--- config.mk ---
export PLATFORM = sky130hd
export DESIGN_NAME = carrier_decode
export DESIGN_NICKNAME = d
export VERILOG_FILES = /design/src/rtl/carrier_decode_pkg.sv /design/src/rtl/geo_slot_decode.sv /design/src/rtl/carrier_decode.sv
export SDC_FILE = /design/constraint.sdc
export NUM_CORES = 1
export LEC_CHECK = 0
export BUFFER_PORTS_ARGS = -buffer_cell sky130_fd_sc_hd__buf_2
export CORE_ASPECT_RATIO = 1.25
export CORE_MARGIN = 5
export CORE_UTILIZATION = 30
export CTS_CLUSTER_SIZE = 14
export DETAILED_ROUTE_END_ITERATION = 7
export HOLD_SLACK_MARGIN = 0.15
export PLACE_DENSITY = 0.51
export SLEW_MARGIN = 20
export SYNTH_ARGS = -nofsm -noshare
export SYNTH_HDL_FRONTEND = slang
export SYNTH_SLANG_ARGS = --single-unit
export TNS_END_PERCENT = 20
--- constraint.sdc ---
create_clock -name clock -period 6.8 [get_ports clock]
set_clock_uncertainty 0.05 [all_clocks]
set_input_delay 0.68 -clock clock [delete_from_list [all_inputs] [get_ports clock]]
set_output_delay 0.68 -clock clock [all_outputs]
set_load 0.03 [all_outputs]
--- src/rtl/carrier_decode_pkg.sv ---
// Constants for the carrier address decode front end
`default_nettype none
package carrier_decode_pkg;
    // Address modifiers
    localparam logic [5:0] AM_CFG      = 6'h2f;
    localparam logic [5:0] AM_SIO_SUP  = 6'h2d;
    localparam logic [5:0] AM_SIO_USR  = 6'h29;
    localparam logic [5:0] AM_STD_SUP  = 6'h3d;
    localparam logic [5:0] AM_STD_USR  = 6'h39;
    // Geographic slot limits
    localparam logic [4:0] SLOT_MIN    = 5'h01;
    localparam logic [4:0] SLOT_MAX    = 5'h15;
    // Configuration space is 512 KB, so slot number lands on A23..A19
    localparam int         CFG_BAR_LSB = 19;
    // Short I/O window is 1K bytes: compare A15..A10
    localparam int         SIO_BLK_LSB = 10;
    localparam int         SIO_BASE_W  = 6;
    // Configuration ROM window inside configuration space, and CSR window
    localparam logic [18:0] ROM_TOP    = 19'h00fff;
    localparam logic [18:0] CSR_BOT    = 19'h7fc00;
    // Module memory window compare on A23..A20 (1 MB granule)
    localparam int         MEM_LSB     = 20;
    // Module clock timing
    localparam int         CLK_HZ      = 40_000_000;
    localparam int         MOD_PER_NS  = 125;
    localparam int         MOD_PER_CYC = (MOD_PER_NS * (CLK_HZ / 1_000_000)) / 1000;
    localparam int         BASE_CYC    = 2;
    // Bus interrupt level meaning none
    localparam logic [2:0] IRQ_LVL_NONE = 3'h0;
    localparam int         NMOD        = 4;
endpackage
`default_nettype wire

--- src/rtl/geo_slot_decode.sv ---
// Geographic address capture: synchronise pins, check parity, form base
`default_nettype none
module geo_slot_decode (
    input  wire logic        clock,
    input  wire logic        rst_n,
    input  wire logic        ce,
    input  wire logic [5:0]  ga_pin_n,
    output logic [4:0]       slot_r,
    output logic             slot_ok_r
);
    logic [5:0] ga_s1_r;
    logic [5:0] ga_s2_r;
    logic [4:0] num;
    logic       par_ok;

    // Two-stage synchroniser; undriven pins float high through pull-ups
    always_ff @(posedge clock or negedge rst_n) begin
        if (!rst_n) begin
            ga_s1_r <= 6'h3f;
            ga_s2_r <= 6'h3f;
        end else if (ce) begin
            ga_s1_r <= ga_pin_n;
            ga_s2_r <= ga_s1_r;
        end
    end

    // Grounded line means a one; parity line gives odd overall parity
    assign num    = ~ga_s2_r[4:0];
    assign par_ok = ^(~ga_s2_r);

    // Base value held in the configuration base address register
    always_ff @(posedge clock or negedge rst_n) begin
        if (!rst_n) begin
            slot_r    <= 5'h00;
            slot_ok_r <= 1'b0;
        end else if (ce) begin
            slot_r    <= num;
            slot_ok_r <= par_ok && num >= carrier_decode_pkg::SLOT_MIN
                         && num <= carrier_decode_pkg::SLOT_MAX;
        end
    end

    // Grounded slot lines plus a grounded parity line must count odd
    slot_par_a: assert property (@(posedge clock) disable iff (!rst_n)
        ce && $past(ce) && slot_ok_r |-> ^{slot_r, ~$past(ga_s2_r[5])})
        else $error("slot accepted with bad parity");
endmodule
`default_nettype wire

--- src/rtl/carrier_decode.sv ---
// Carrier address decode, configuration and interrupt pass-through
// How it works
// - Configuration space accesses with modifier 2F are answered from reset with no setup.
// - The configuration base comes from the geographic lines and is held in a register.
// - Geographic inputs idle high as if pulled up, so an open pin reads one.
// - The five slot lines form slot 1 to 21 and the parity line makes overall parity odd.
// - Reads of the ROM part of configuration space return board identity data.
// - Short I/O accesses are ignored after reset until software enables them.
// - Once enabled by the bit set register, short I/O answers modifier 29 or 2D as programmed.
// - The short I/O window covers carrier registers and module I/O and ID spaces.
// - The board takes exactly one 1K-byte block of short I/O space at the programmed base.
// - Module memory decoding starts disabled and is enabled by carrier registers.
// - With memory decoding enabled, standard accesses with modifier 39 or 3D are taken.
// - At reset all module interrupts are disabled and the bus level is none.
// - Only installed modules' requests are forwarded; the board raises none of its own.
// - A forwarded request stays until a clearing register access, not on acknowledge.
// - Each module wait state lengthens the transfer by one 125 ns module clock period.
`default_nettype none
module carrier_decode (
    input  wire logic        clock,
    input  wire logic        rst_n,
    input  wire logic        ce,
    input  wire logic [5:0]  ga_pin_n,
    input  wire logic        as_pin_n,
    input  wire logic [5:0]  am_pin,
    input  wire logic [23:1] addr_pin,
    input  wire logic        write_pin_n,
    input  wire logic        iack_pin_n,
    input  wire logic        sio_ader_we,
    input  wire logic [5:0]  sio_base_in,
    input  wire logic        sio_am_sup_in,
    input  wire logic        sio_enable_set,
    input  wire logic        sio_enable_clr,
    input  wire logic        mem_enable_in,
    input  wire logic [3:0]  mem_base_in,
    input  wire logic [3:0]  irq_enable_in,
    input  wire logic [2:0]  irq_level_in,
    input  wire logic        irq_clear,
    input  wire logic [3:0]  mod_irq_pin_n,
    input  wire logic [3:0]  mod_present,
    input  wire logic [3:0]  mod_wait_in,
    output logic             sel_rom_r,
    output logic             sel_csr_r,
    output logic             sel_sio_r,
    output logic             sel_mem_r,
    output logic             ack_r,
    output logic [4:0]       cfg_bar_r,
    output logic             sio_enabled_r,
    output logic [6:0]       bus_irq_r
);
    typedef enum logic [1:0] {IDLE, WAITING, ACKED} xfer_t;

    logic [4:0]  slot_r;
    logic        slot_ok_r;
    logic        as_s1_r, as_s2_r, iack_s1_r, iack_s2_r, wr_s1_r, wr_s2_r;
    logic [5:0]  am_s1_r, am_s2_r;
    logic [23:1] ad_s1_r, ad_s2_r;
    logic [3:0]  irq_s1_r, irq_s2_r;
    logic [5:0]  sio_base_r;
    logic        sio_sup_r;
    logic        mem_en_r;
    logic [3:0]  mem_base_r, irq_en_r, pend_r;
    logic [2:0]  irq_lvl_r;
    xfer_t       st_r;
    logic [7:0]  cnt_r;
    logic        hit_cfg, hit_sio, hit_mem, in_rom, in_csr;
    logic [7:0]  wait_cyc;

    geo_slot_decode u_geo (
        .clock     (clock),
        .rst_n     (rst_n),
        .ce        (ce),
        .ga_pin_n  (ga_pin_n),
        .slot_r    (slot_r),
        .slot_ok_r (slot_ok_r)
    );

    // Bus pins come from another domain, so each passes two flops
    always_ff @(posedge clock or negedge rst_n) begin
        if (!rst_n) begin
            as_s1_r <= 1'b1; as_s2_r <= 1'b1;
            iack_s1_r <= 1'b1; iack_s2_r <= 1'b1;
            wr_s1_r <= 1'b1; wr_s2_r <= 1'b1;
            am_s1_r <= 6'h00; am_s2_r <= 6'h00;
            ad_s1_r <= 23'h000000; ad_s2_r <= 23'h000000;
            irq_s1_r <= 4'hf; irq_s2_r <= 4'hf;
        end else if (ce) begin
            as_s1_r <= as_pin_n; as_s2_r <= as_s1_r;
            iack_s1_r <= iack_pin_n; iack_s2_r <= iack_s1_r;
            wr_s1_r <= write_pin_n; wr_s2_r <= wr_s1_r;
            am_s1_r <= am_pin; am_s2_r <= am_s1_r;
            ad_s1_r <= addr_pin; ad_s2_r <= ad_s1_r;
            irq_s1_r <= mod_irq_pin_n; irq_s2_r <= irq_s1_r;
        end
    end

    // Configuration base register tracks the geographic slot
    always_ff @(posedge clock or negedge rst_n) begin
        if (!rst_n) cfg_bar_r <= 5'h00;
        else if (ce) cfg_bar_r <= slot_ok_r ? slot_r : 5'h00;
    end

    // Short I/O compare register and enable, both cleared at reset
    always_ff @(posedge clock or negedge rst_n) begin
        if (!rst_n) begin
            sio_base_r    <= 6'h00;
            sio_sup_r     <= 1'b0;
            sio_enabled_r <= 1'b0;
        end else if (ce) begin
            if (sio_ader_we) begin
                sio_base_r <= sio_base_in;
                sio_sup_r  <= sio_am_sup_in;
            end
            if (sio_enable_set) sio_enabled_r <= 1'b1;
            else if (sio_enable_clr) sio_enabled_r <= 1'b0;
        end
    end

    // Carrier control: memory window and interrupt setup
    always_ff @(posedge clock or negedge rst_n) begin
        if (!rst_n) begin
            mem_en_r   <= 1'b0;
            mem_base_r <= 4'h0;
            irq_en_r   <= 4'h0;
            irq_lvl_r  <= carrier_decode_pkg::IRQ_LVL_NONE;
        end else if (ce) begin
            mem_en_r   <= mem_enable_in;
            mem_base_r <= mem_base_in;
            irq_en_r   <= irq_enable_in;
            irq_lvl_r  <= irq_level_in;
        end
    end

    // Address decode; acknowledge cycles are never decoded as accesses
    always_comb begin
        hit_cfg = (am_s2_r == carrier_decode_pkg::AM_CFG) && slot_ok_r
                  && ad_s2_r[23:carrier_decode_pkg::CFG_BAR_LSB] == slot_r;
        in_rom  = {ad_s2_r[18:1], 1'b0} <= carrier_decode_pkg::ROM_TOP;
        in_csr  = {ad_s2_r[18:1], 1'b0} >= carrier_decode_pkg::CSR_BOT;
        hit_sio = sio_enabled_r
                  && am_s2_r == (sio_sup_r ? carrier_decode_pkg::AM_SIO_SUP
                                           : carrier_decode_pkg::AM_SIO_USR)
                  && ad_s2_r[15:carrier_decode_pkg::SIO_BLK_LSB] == sio_base_r;
        hit_mem = mem_en_r
                  && (am_s2_r == carrier_decode_pkg::AM_STD_SUP
                      || am_s2_r == carrier_decode_pkg::AM_STD_USR)
                  && ad_s2_r[23:carrier_decode_pkg::MEM_LSB] == mem_base_r;
    end

    // Module accesses stretch by one module clock per wait state
    assign wait_cyc = 8'(carrier_decode_pkg::BASE_CYC
                      + carrier_decode_pkg::MOD_PER_CYC * int'(mod_wait_in));

    // Transfer sequencer: select, count out the access time, acknowledge
    always_ff @(posedge clock or negedge rst_n) begin
        if (!rst_n) begin
            st_r <= IDLE; cnt_r <= 8'h00; ack_r <= 1'b0;
            sel_rom_r <= 1'b0; sel_csr_r <= 1'b0; sel_sio_r <= 1'b0; sel_mem_r <= 1'b0;
        end else if (ce) begin
            case (st_r)
                IDLE: begin
                    ack_r <= 1'b0;
                    if (!as_s2_r && iack_s2_r && (hit_cfg || hit_sio || hit_mem)) begin
                        sel_rom_r <= hit_cfg && in_rom && wr_s2_r;
                        sel_csr_r <= hit_cfg && in_csr;
                        sel_sio_r <= hit_sio;
                        sel_mem_r <= hit_mem;
                        cnt_r <= hit_cfg ? 8'(carrier_decode_pkg::BASE_CYC) : wait_cyc;
                        st_r <= WAITING;
                    end
                end
                WAITING: begin
                    // An early strobe release aborts; drop the selects so none lingers in IDLE
                    if (as_s2_r) begin
                        st_r      <= IDLE;
                        sel_rom_r <= 1'b0;
                        sel_csr_r <= 1'b0;
                        sel_sio_r <= 1'b0;
                        sel_mem_r <= 1'b0;
                    end else if (cnt_r <= 8'h01) begin
                        ack_r <= 1'b1;
                        st_r  <= ACKED;
                    end else cnt_r <= cnt_r - 8'h01;
                end
                ACKED: begin
                    if (as_s2_r) begin
                        ack_r <= 1'b0; st_r <= IDLE;
                        sel_rom_r <= 1'b0; sel_csr_r <= 1'b0;
                        sel_sio_r <= 1'b0; sel_mem_r <= 1'b0;
                    end
                end
                default: st_r <= IDLE;
            endcase
        end
    end

    // Pending requests latch; only a clearing access releases them, new requests win
    always_ff @(posedge clock or negedge rst_n) begin
        if (!rst_n) pend_r <= 4'h0;
        else if (ce) pend_r <= (irq_clear ? 4'h0 : pend_r)
                                | (~irq_s2_r & mod_present & irq_en_r);
    end

    // Drive the programmed level only; no request originates here
    always_ff @(posedge clock or negedge rst_n) begin
        if (!rst_n) bus_irq_r <= 7'h00;
        else if (ce) begin
            bus_irq_r <= 7'h00;
            if (|pend_r && irq_lvl_r != carrier_decode_pkg::IRQ_LVL_NONE)
                bus_irq_r[irq_lvl_r - 3'h1] <= 1'b1;
        end
    end

    sio_gate_a: assert property (@(posedge clock) disable iff (!rst_n)
        !sio_enabled_r && st_r == IDLE && ce |=> !sel_sio_r)
        else $error("short I/O selected while disabled");
    cfg_take_a: assert property (@(posedge clock) disable iff (!rst_n)
        ce && st_r == IDLE && !as_s2_r && iack_s2_r && hit_cfg |=> st_r == WAITING)
        else $error("configuration access not taken");
    mem_gate_a: assert property (@(posedge clock) disable iff (!rst_n)
        !mem_en_r && ce |=> !sel_mem_r || $past(sel_mem_r))
        else $error("memory selected while disabled");
    irq_hold_a: assert property (@(posedge clock) disable iff (!rst_n)
        ce && |pend_r && !irq_clear |=> |pend_r)
        else $error("pending request dropped without clear");
    irq_src_a: assert property (@(posedge clock) disable iff (!rst_n)
        ce && pend_r == 4'h0 |=> bus_irq_r == 7'h00)
        else $error("bus request without module source");
endmodule
`default_nettype wire

# Word-level counts from Yosys, hierarchy flattened
# Cells that the tools add are included.
classes:
  add_sub_neg: 3
  multipliers: 1
  order_cmp: 7
  eq_ne: 16
  muxes: 30
  bitwise_logic: 6
  reduce_logical: 34
ops:
  columns: ["operator", "count"]
  rows:
  - ["two-way mux 8 bit", 4]
  - [">= comparator 19 bit (second input constant)", 1]
  - ["less-or-equal comparator 19 x 12 -> 1 bit (second input constant)", 1]
  - ["== test 6 bit (second input constant)", 3]
  - ["case mux 8 bit (2 select lines)", 1]
  - ["logical AND 1 bit", 15]
  - ["== test 6 bit", 2]
  - ["two-way mux 1 bit", 10]
  - ["!= test 2 bit (second input constant)", 5]
  - ["AND reduction 5 bit", 2]
  - ["adder 2 x 7 -> 8 bit (first input constant)", 1]
  - ["bitwise AND 4 bit", 2]
  - ["less-or-equal comparator 8 x 1 -> 1 bit (second input constant)", 1]
  - ["two-way mux 2 bit", 4]
  - ["case mux 1 bit (2 select lines)", 4]
  - ["AND reduction 4 bit", 2]
  - ["subtractor 8 x 1 -> 8 bit (second input constant)", 1]
  - ["multiplier 3 x 4 -> 7 bit (first input constant)", 1]
  - ["two-way mux 7 bit", 1]
  - ["inverter 6 bit", 1]
  - ["case mux 2 bit (3 select lines)", 1]
  - ["nonzero test 2 bit", 3]
  - ["nonzero test 3 bit", 2]
  - ["XOR reduction 6 bit", 1]
  - ["25 further kinds", 28]
totals:
  ff_bits: 141
  output_inout_bits: 18

# Logic depth before layout (Yosys ltp)
depth:
  ltp_word: 9
  depth_mapped: 9
  mapped_depth_nobuf: 9

# Modules after synthesis
# Synthesis repeated with hierarchy kept, for this count alone.
unflattened:
  cells_unflattened: 468
  hier_area_um2: 5741.8
modules_own_cells:
  columns: ["module", "n_inst", "cells_per_inst", "area_per_inst_um2", "seq_area_each_um2"]
  rows:
  - ["carrier_decode", 1, 409, 4961.0, 2645.0]
  - ["geo_slot_decode", 1, 59, 780.7, 465.4]

# Worst setup path before layout
# OpenSTA, ideal clock, no wires.
synth_timing:
  kind: "input -> register"
  startpoint: "input port mod_wait_in[1]"
  endpoint: "register cnt_r[5]"
  setup_time_ps: 126
  t_arrival_ps: 2193
  path_slack_ps: 4431
  stages: 7
  n_path_buf: 0
  path_cell_list: "ha_1 -> ha_1 -> a31o_2 -> a21oi_1 -> xor2_1 -> nor3_1 -> o32a_1"
synth_via:
  elab_chain_cells: 5
synth_rtl:
  columns: ["item", "line_no", "text"]
  rows:
  - ["start: declaration", "carrier_decode.sv:41", "input wire logic [3:0] mod_wait_in,"]
  - ["multiplier 3 x 4 -> 7 bit", "carrier_decode.sv:152", "+ carrier_decode_pkg::MOD_PER_CYC * int'(mod_wait_in));"]
  - ["adder 2 x 7 -> 8 bit", "carrier_decode.sv:152", null]
  - ["two-way mux 8 bit", "carrier_decode.sv:168", "cnt_r <= hit_cfg ? 8'(carrier_decode_pkg::BASE_CYC) : wait_cyc;"]
  - ["two-way mux 8 bit", "carrier_decode.sv:163", "if (!as_s2_r && iack_s2_r && (hit_cfg || hit_sio || hit_mem)) begin"]
  - ["case mux 8 bit (2 select lines)", "carrier_decode.sv:160", "case (st_r)"]
  - ["end signal: assignment", "carrier_decode.sv:168", null]
  - ["end signal: assignment", "carrier_decode.sv:183", "end else cnt_r <= cnt_r - 8'h01;"]
  - ["end: declaration", "carrier_decode.sv:65", "logic [7:0] cnt_r;"]
# No other way between the ends. The select of a mux whose other input is x is not followed.
# A chain may end at the register's enable or synchronous reset.

# Final worst setup path
layout_timing:
  startpoint: "register ad_s2_r[23] (netlist name)"
  endpoint: "register sel_mem_r"
layout_via:
  elab_chain_cells: 7
  elab_cells_between_ends: 11
  classes_between: "3 x eq/ne; 2 x mux; 6 x reduce/logical"
layout_rtl:
  columns: ["item", "line_no", "text"]
  rows:
  - ["start: declaration", "carrier_decode.sv:57", "logic [23:1] ad_s1_r, ad_s2_r;"]
  - ["start signal: assignment", "carrier_decode.sv:92", "ad_s1_r <= addr_pin; ad_s2_r <= ad_s1_r;"]
  - ["== test 5 bit", "carrier_decode.sv:137", "&& ad_s2_r[23:carrier_decode_pkg::CFG_BAR_LSB] == slot_r;"]
  - ["logical AND 1 bit", "carrier_decode.sv:137", null]
  - ["logical OR 1 bit (2 in series)", "carrier_decode.sv:163", null]
  - ["logical AND 1 bit", "carrier_decode.sv:163", null]
  - ["!= test 2 bit (no line)", null, null]
  - ["AND reduction 4 bit (no line)", null, null]
  - ["end signal: assignment", "carrier_decode.sv:167", "sel_mem_r <= hit_mem;"]
  - ["end: declaration", "carrier_decode.sv:45", "output logic sel_mem_r,"]
# Parallel ways exist; a longest one is shown, timed or not. The select of a mux whose other input is x is not followed.

==> out/qor.csv <==
stage,metric,value,unit
grt,largest net degree at the start of global routing,74,
clock_tree,CTS max path bufs,2,
synthesis,Syn Nets,549,
power_and_ir_drop,Peak VDD IR,0.178,mV
timing,Worst-Margin Slew,0.873,ns
power_and_ir_drop,Pleak,0.00300,uW
timing,RSZ-0062 raised after global routing,no,
outcome,status,completed,
min_path,Min-Delay Path Class,input port to async pin,
detailed_routing,Iteration-0 DRC Markers,185,
synthesis,top_reg_cell synth,dfrtp_1,
synthesis,yosys warns,0,
die,core area,0.0187,sq mm
setup_path,Startpoint Class,flop,
placed_design,Buffers on Ports,84,
setup_path,CP Launch Point,ad_s2_r[23],
timing,Final setup viols,0,
setup_path,FF-to-FF setup slack,3.97,ns
die,die width,133,microns
cells_and_area,final core utilization,36.7,%
timing,fin. max-slew vios,0,
clock_tree,"Reg clk slew, reported paths",0.05,ns
placed_design,DP Worst Slack,3.85,ns
setup_path,crit path kind,flop to flop,
setup_path,Critical Path End,sel_mem_r,
die,initial core utilization,30.4,%
clock_tree,Num CTS Buffers,17,
placed_design,Final HPWL DP,8.61,mm
setup_path,cell class contributing the biggest share of worst-path delay,compound AO/OA/AOI/OAI gates,
setup_path,cell count along the critical path,7,
timing,Fin Setup TNS,0,ns
synthesis,#FFs+latches synth,123,
setup_path,Worst EP required,7.04,ns
clock_tree,CTS tree,built,
placed_design,routability cong.,0.750,
setup_path,slowest cell on the critical path,nor4b_1,
setup_path,CP Capture Type,flop,
synthesis,Post-Syn Area,0.00569,sq mm
setup_path,CP max stage delay,0.59,ns
synthesis,synth unique cells,56,
synthesis,Synth Instances,455,
die,die span in y,164,microns
timing,Rel. slew slack,41.8,%
detailed_routing,per-cell routed wire length,15.5,microns
timing,min Tclk post-route,2.83,ns
clock_tree,htree depth,4,
synthesis,sequential cell area fraction in the yosys report,54.7,%
clock_tree,Root Driver,clkbuf_16,
setup_path,CP Cell Sequence,xnor2_1 > nand4_1 > nor4b_1 > o311ai_1 > buf_4 > a211oi_1 > mux2_2,
clock_tree,# hold bufs at CTS,0,
timing,Tcrit/Tclk final,41.7,%
synthesis,Post-synth ARST share,100,%
grt,total gr overflow,0,
detailed_routing,via count,3768,
setup_path,Reg2Reg Capture Point,sel_mem_r,
timing,f_max,353,MHz
synthesis,Post-synth EDFFs,0,
clock_tree,postcts setup bufs,0,
grt,number of global-route vias before repair,4029,
grt,global-route wire length before repair,20.4,mm
timing,post-route setup slack,3.97,ns
detailed_routing,drt pass-1 iters,5,
die,top-level I/O count,94,
setup_path,R2R cell count,7,
clock_tree,Post-CTS Resized,0,
synthesis,Mean Syn Cell Area,12.5,sq um
cells_and_area,share of cells above drive strength 1,42.8,%
die,# rows,56,
timing,"Hold Vio Cnt, Final",0,
detailed_routing,DRC Markers,0,
detailed_routing,final WL,12.2,mm
setup_path,CP Max Fanout,12,
die,die area,0.0218,sq mm
detailed_routing,Vias/cell,4.79,
grt,antenna violations before repair,1,
clock_tree,Sink Count,123,
power_and_ir_drop,Power Density,322,mW/mm^2
grt,Global Route Usage Sum,11.8,%
setup_path,FF-to-FF Start,ad_s2_r[23],
cells_and_area,area growth from synthesis to layout,20.7,%
setup_path,critical path arrival,3.08,ns
detailed_routing,post-route ant nets,0,
clock_tree,Skew-Pair Late Insertion Delay,0.41,ns
setup_path,Crit path buffers/inverters,1,
flow_run,max cap viols,0,
cells_and_area,final net count,635,
-- area by class of cell --
class,instances,area (sq um)
repair buffers,87,448
diodes,1,2.50
multi-input cells,287,2370
well taps,232,290
inverters,25,98.8
fillers,1840,11800
clock buffers,23,468
clock inverters,9,75.1
flip-flops and latches,123,3110
-- metal layers --
metal  vias to the layer above  routed length, microns  GRT usage, %
li1                       1802                       -             -
met1                      1861                    5260          13.7
met2                        91                    6050          19.4
met3                        12                     786          5.09
met4                         2                     119          4.44
met5                         -                       7             0
-- layout by cell type, fill, tap and decap left out, types with 4 or more instances in the layout --
cell type / n
inv_1: 24
o31ai_1: 4
buf_4: 5
clkbuf_1: 4
nand4_1: 8
a21oi_1: 12
nor3_1: 8
nand3_1: 7
xor2_1: 4
mux2_2: 85
nor4_1: 4
clkbuf_16: 17
a211oi_1: 6
dfrtp_1: 97
dfstp_2: 26
nand2_1: 33
o21ai_0: 19
o2bb2ai_1: 4
ha_1: 18
nor2_1: 12
clkinv_2: 6
xnor2_1: 20
buf_2: 82
-- registers in the layout, summed over array words and instances (netlist names), 4 cells and up --
name and cells:
ad_s1_r 14, ad_s2_r 14, cnt_r 8, bus_irq_r 7, am_s1_r 6, am_s2_r 6
sio_base_r 6, u_geo.ga_s1_r 6, u_geo.ga_s2_r 6, cfg_bar_r 5, u_geo.slot_r 5, irq_en_r 4
irq_s1_r 4, irq_s2_r 4, mem_base_r 4, pend_r 4
-- report_power, final --
group / leakage (uW) / switching [uW] / internal, uW
Combinational: 0.00128 / 230 / 203
Sequential: 0.00145 / 95.6 / 858
Clock: 0.000266 / 309 / 517
Total: 0.00300 / 635 / 1580
-- stage by stage --
step | std cells | area (sq um) | total power [uW] | hold slack [ns]
global placement | 754 | 6320 | 1390 | 0.416
finish | 787 | 6870 | 2210 | 0.260
global route | 786 | 6870 | 2340 | 0.311
floorplan | 455 | 5690 | 1270 | 0.334
CTS | 786 | 6870 | 2240 | 0.280
detailed placement | 754 | 6320 | 1400 | 0.418
-- worst min path at each step --
| stage | start | endpoint | slack [ns] | cells after the start |
|---|---|---|---|---|
| 3_5_place_dp | bus_irq_r[0] | bus_irq_r[0] | 0.42 | 1 |
| 5_1_grt | rst_n | ad_s1_r[16] | 0.31 | 1 |
| 3_3_place_gp | pend_r[3] | pend_r[3] | 0.42 | 2 |
| 2_1_floorplan | rst_n | ack_r | 0.33 | 0 |
| 4_1_cts | rst_n | ad_s1_r[14] | 0.28 | 1 |
| 6_report | rst_n | ad_s2_r[17] | 0.26 | 1 |
-- kinds of logic after synthesis --
| group | count (synthesis) | synth area share, % |
|---|---|---|
| DFF | 123 | 54.7 |
| buffers and inverters | 45 | 3.56 |
| AOI/OAI and AO/OA | 72 | 9.00 |
| xor gates and xnor gates | 24 | 3.70 |
| and+or+nand+nor | 85 | 7.57 |
| adders and majority gates | 18 | 3.96 |
| muxes | 88 | 17.5 |
-- Yosys cell counts, drive strengths merged (2+ instances only) --
library cell,number,share of area (%)
mux2,87,17
buf,4,0.42
xor2,4,0.62
nor3b,2,0.26
a22o,2,0.46
a31oi,2,0.22
o21ai,20,1.8
or4,2,0.40
nor4,4,0.44
o32ai,3,0.46
nand4,8,0.88
nand2,33,2.2
a21oi,12,1.1
dfrtp,97,43
nor4b,2,0.31
inv,24,1.6
ha,18,4.0
o32a,3,0.55
a211o,2,0.33
a211oi,7,1.1
clkbuf,16,1.4
nor2,12,0.79
nor2b,3,0.33
o31ai,4,0.53
o2bb2ai,4,0.62
nor3,9,0.99
nand3,7,0.62
xnor2,20,3.1
o22ai,2,0.22
dfstp,26,12
o311ai,2,0.31
(Power assumes the default switching activity.)
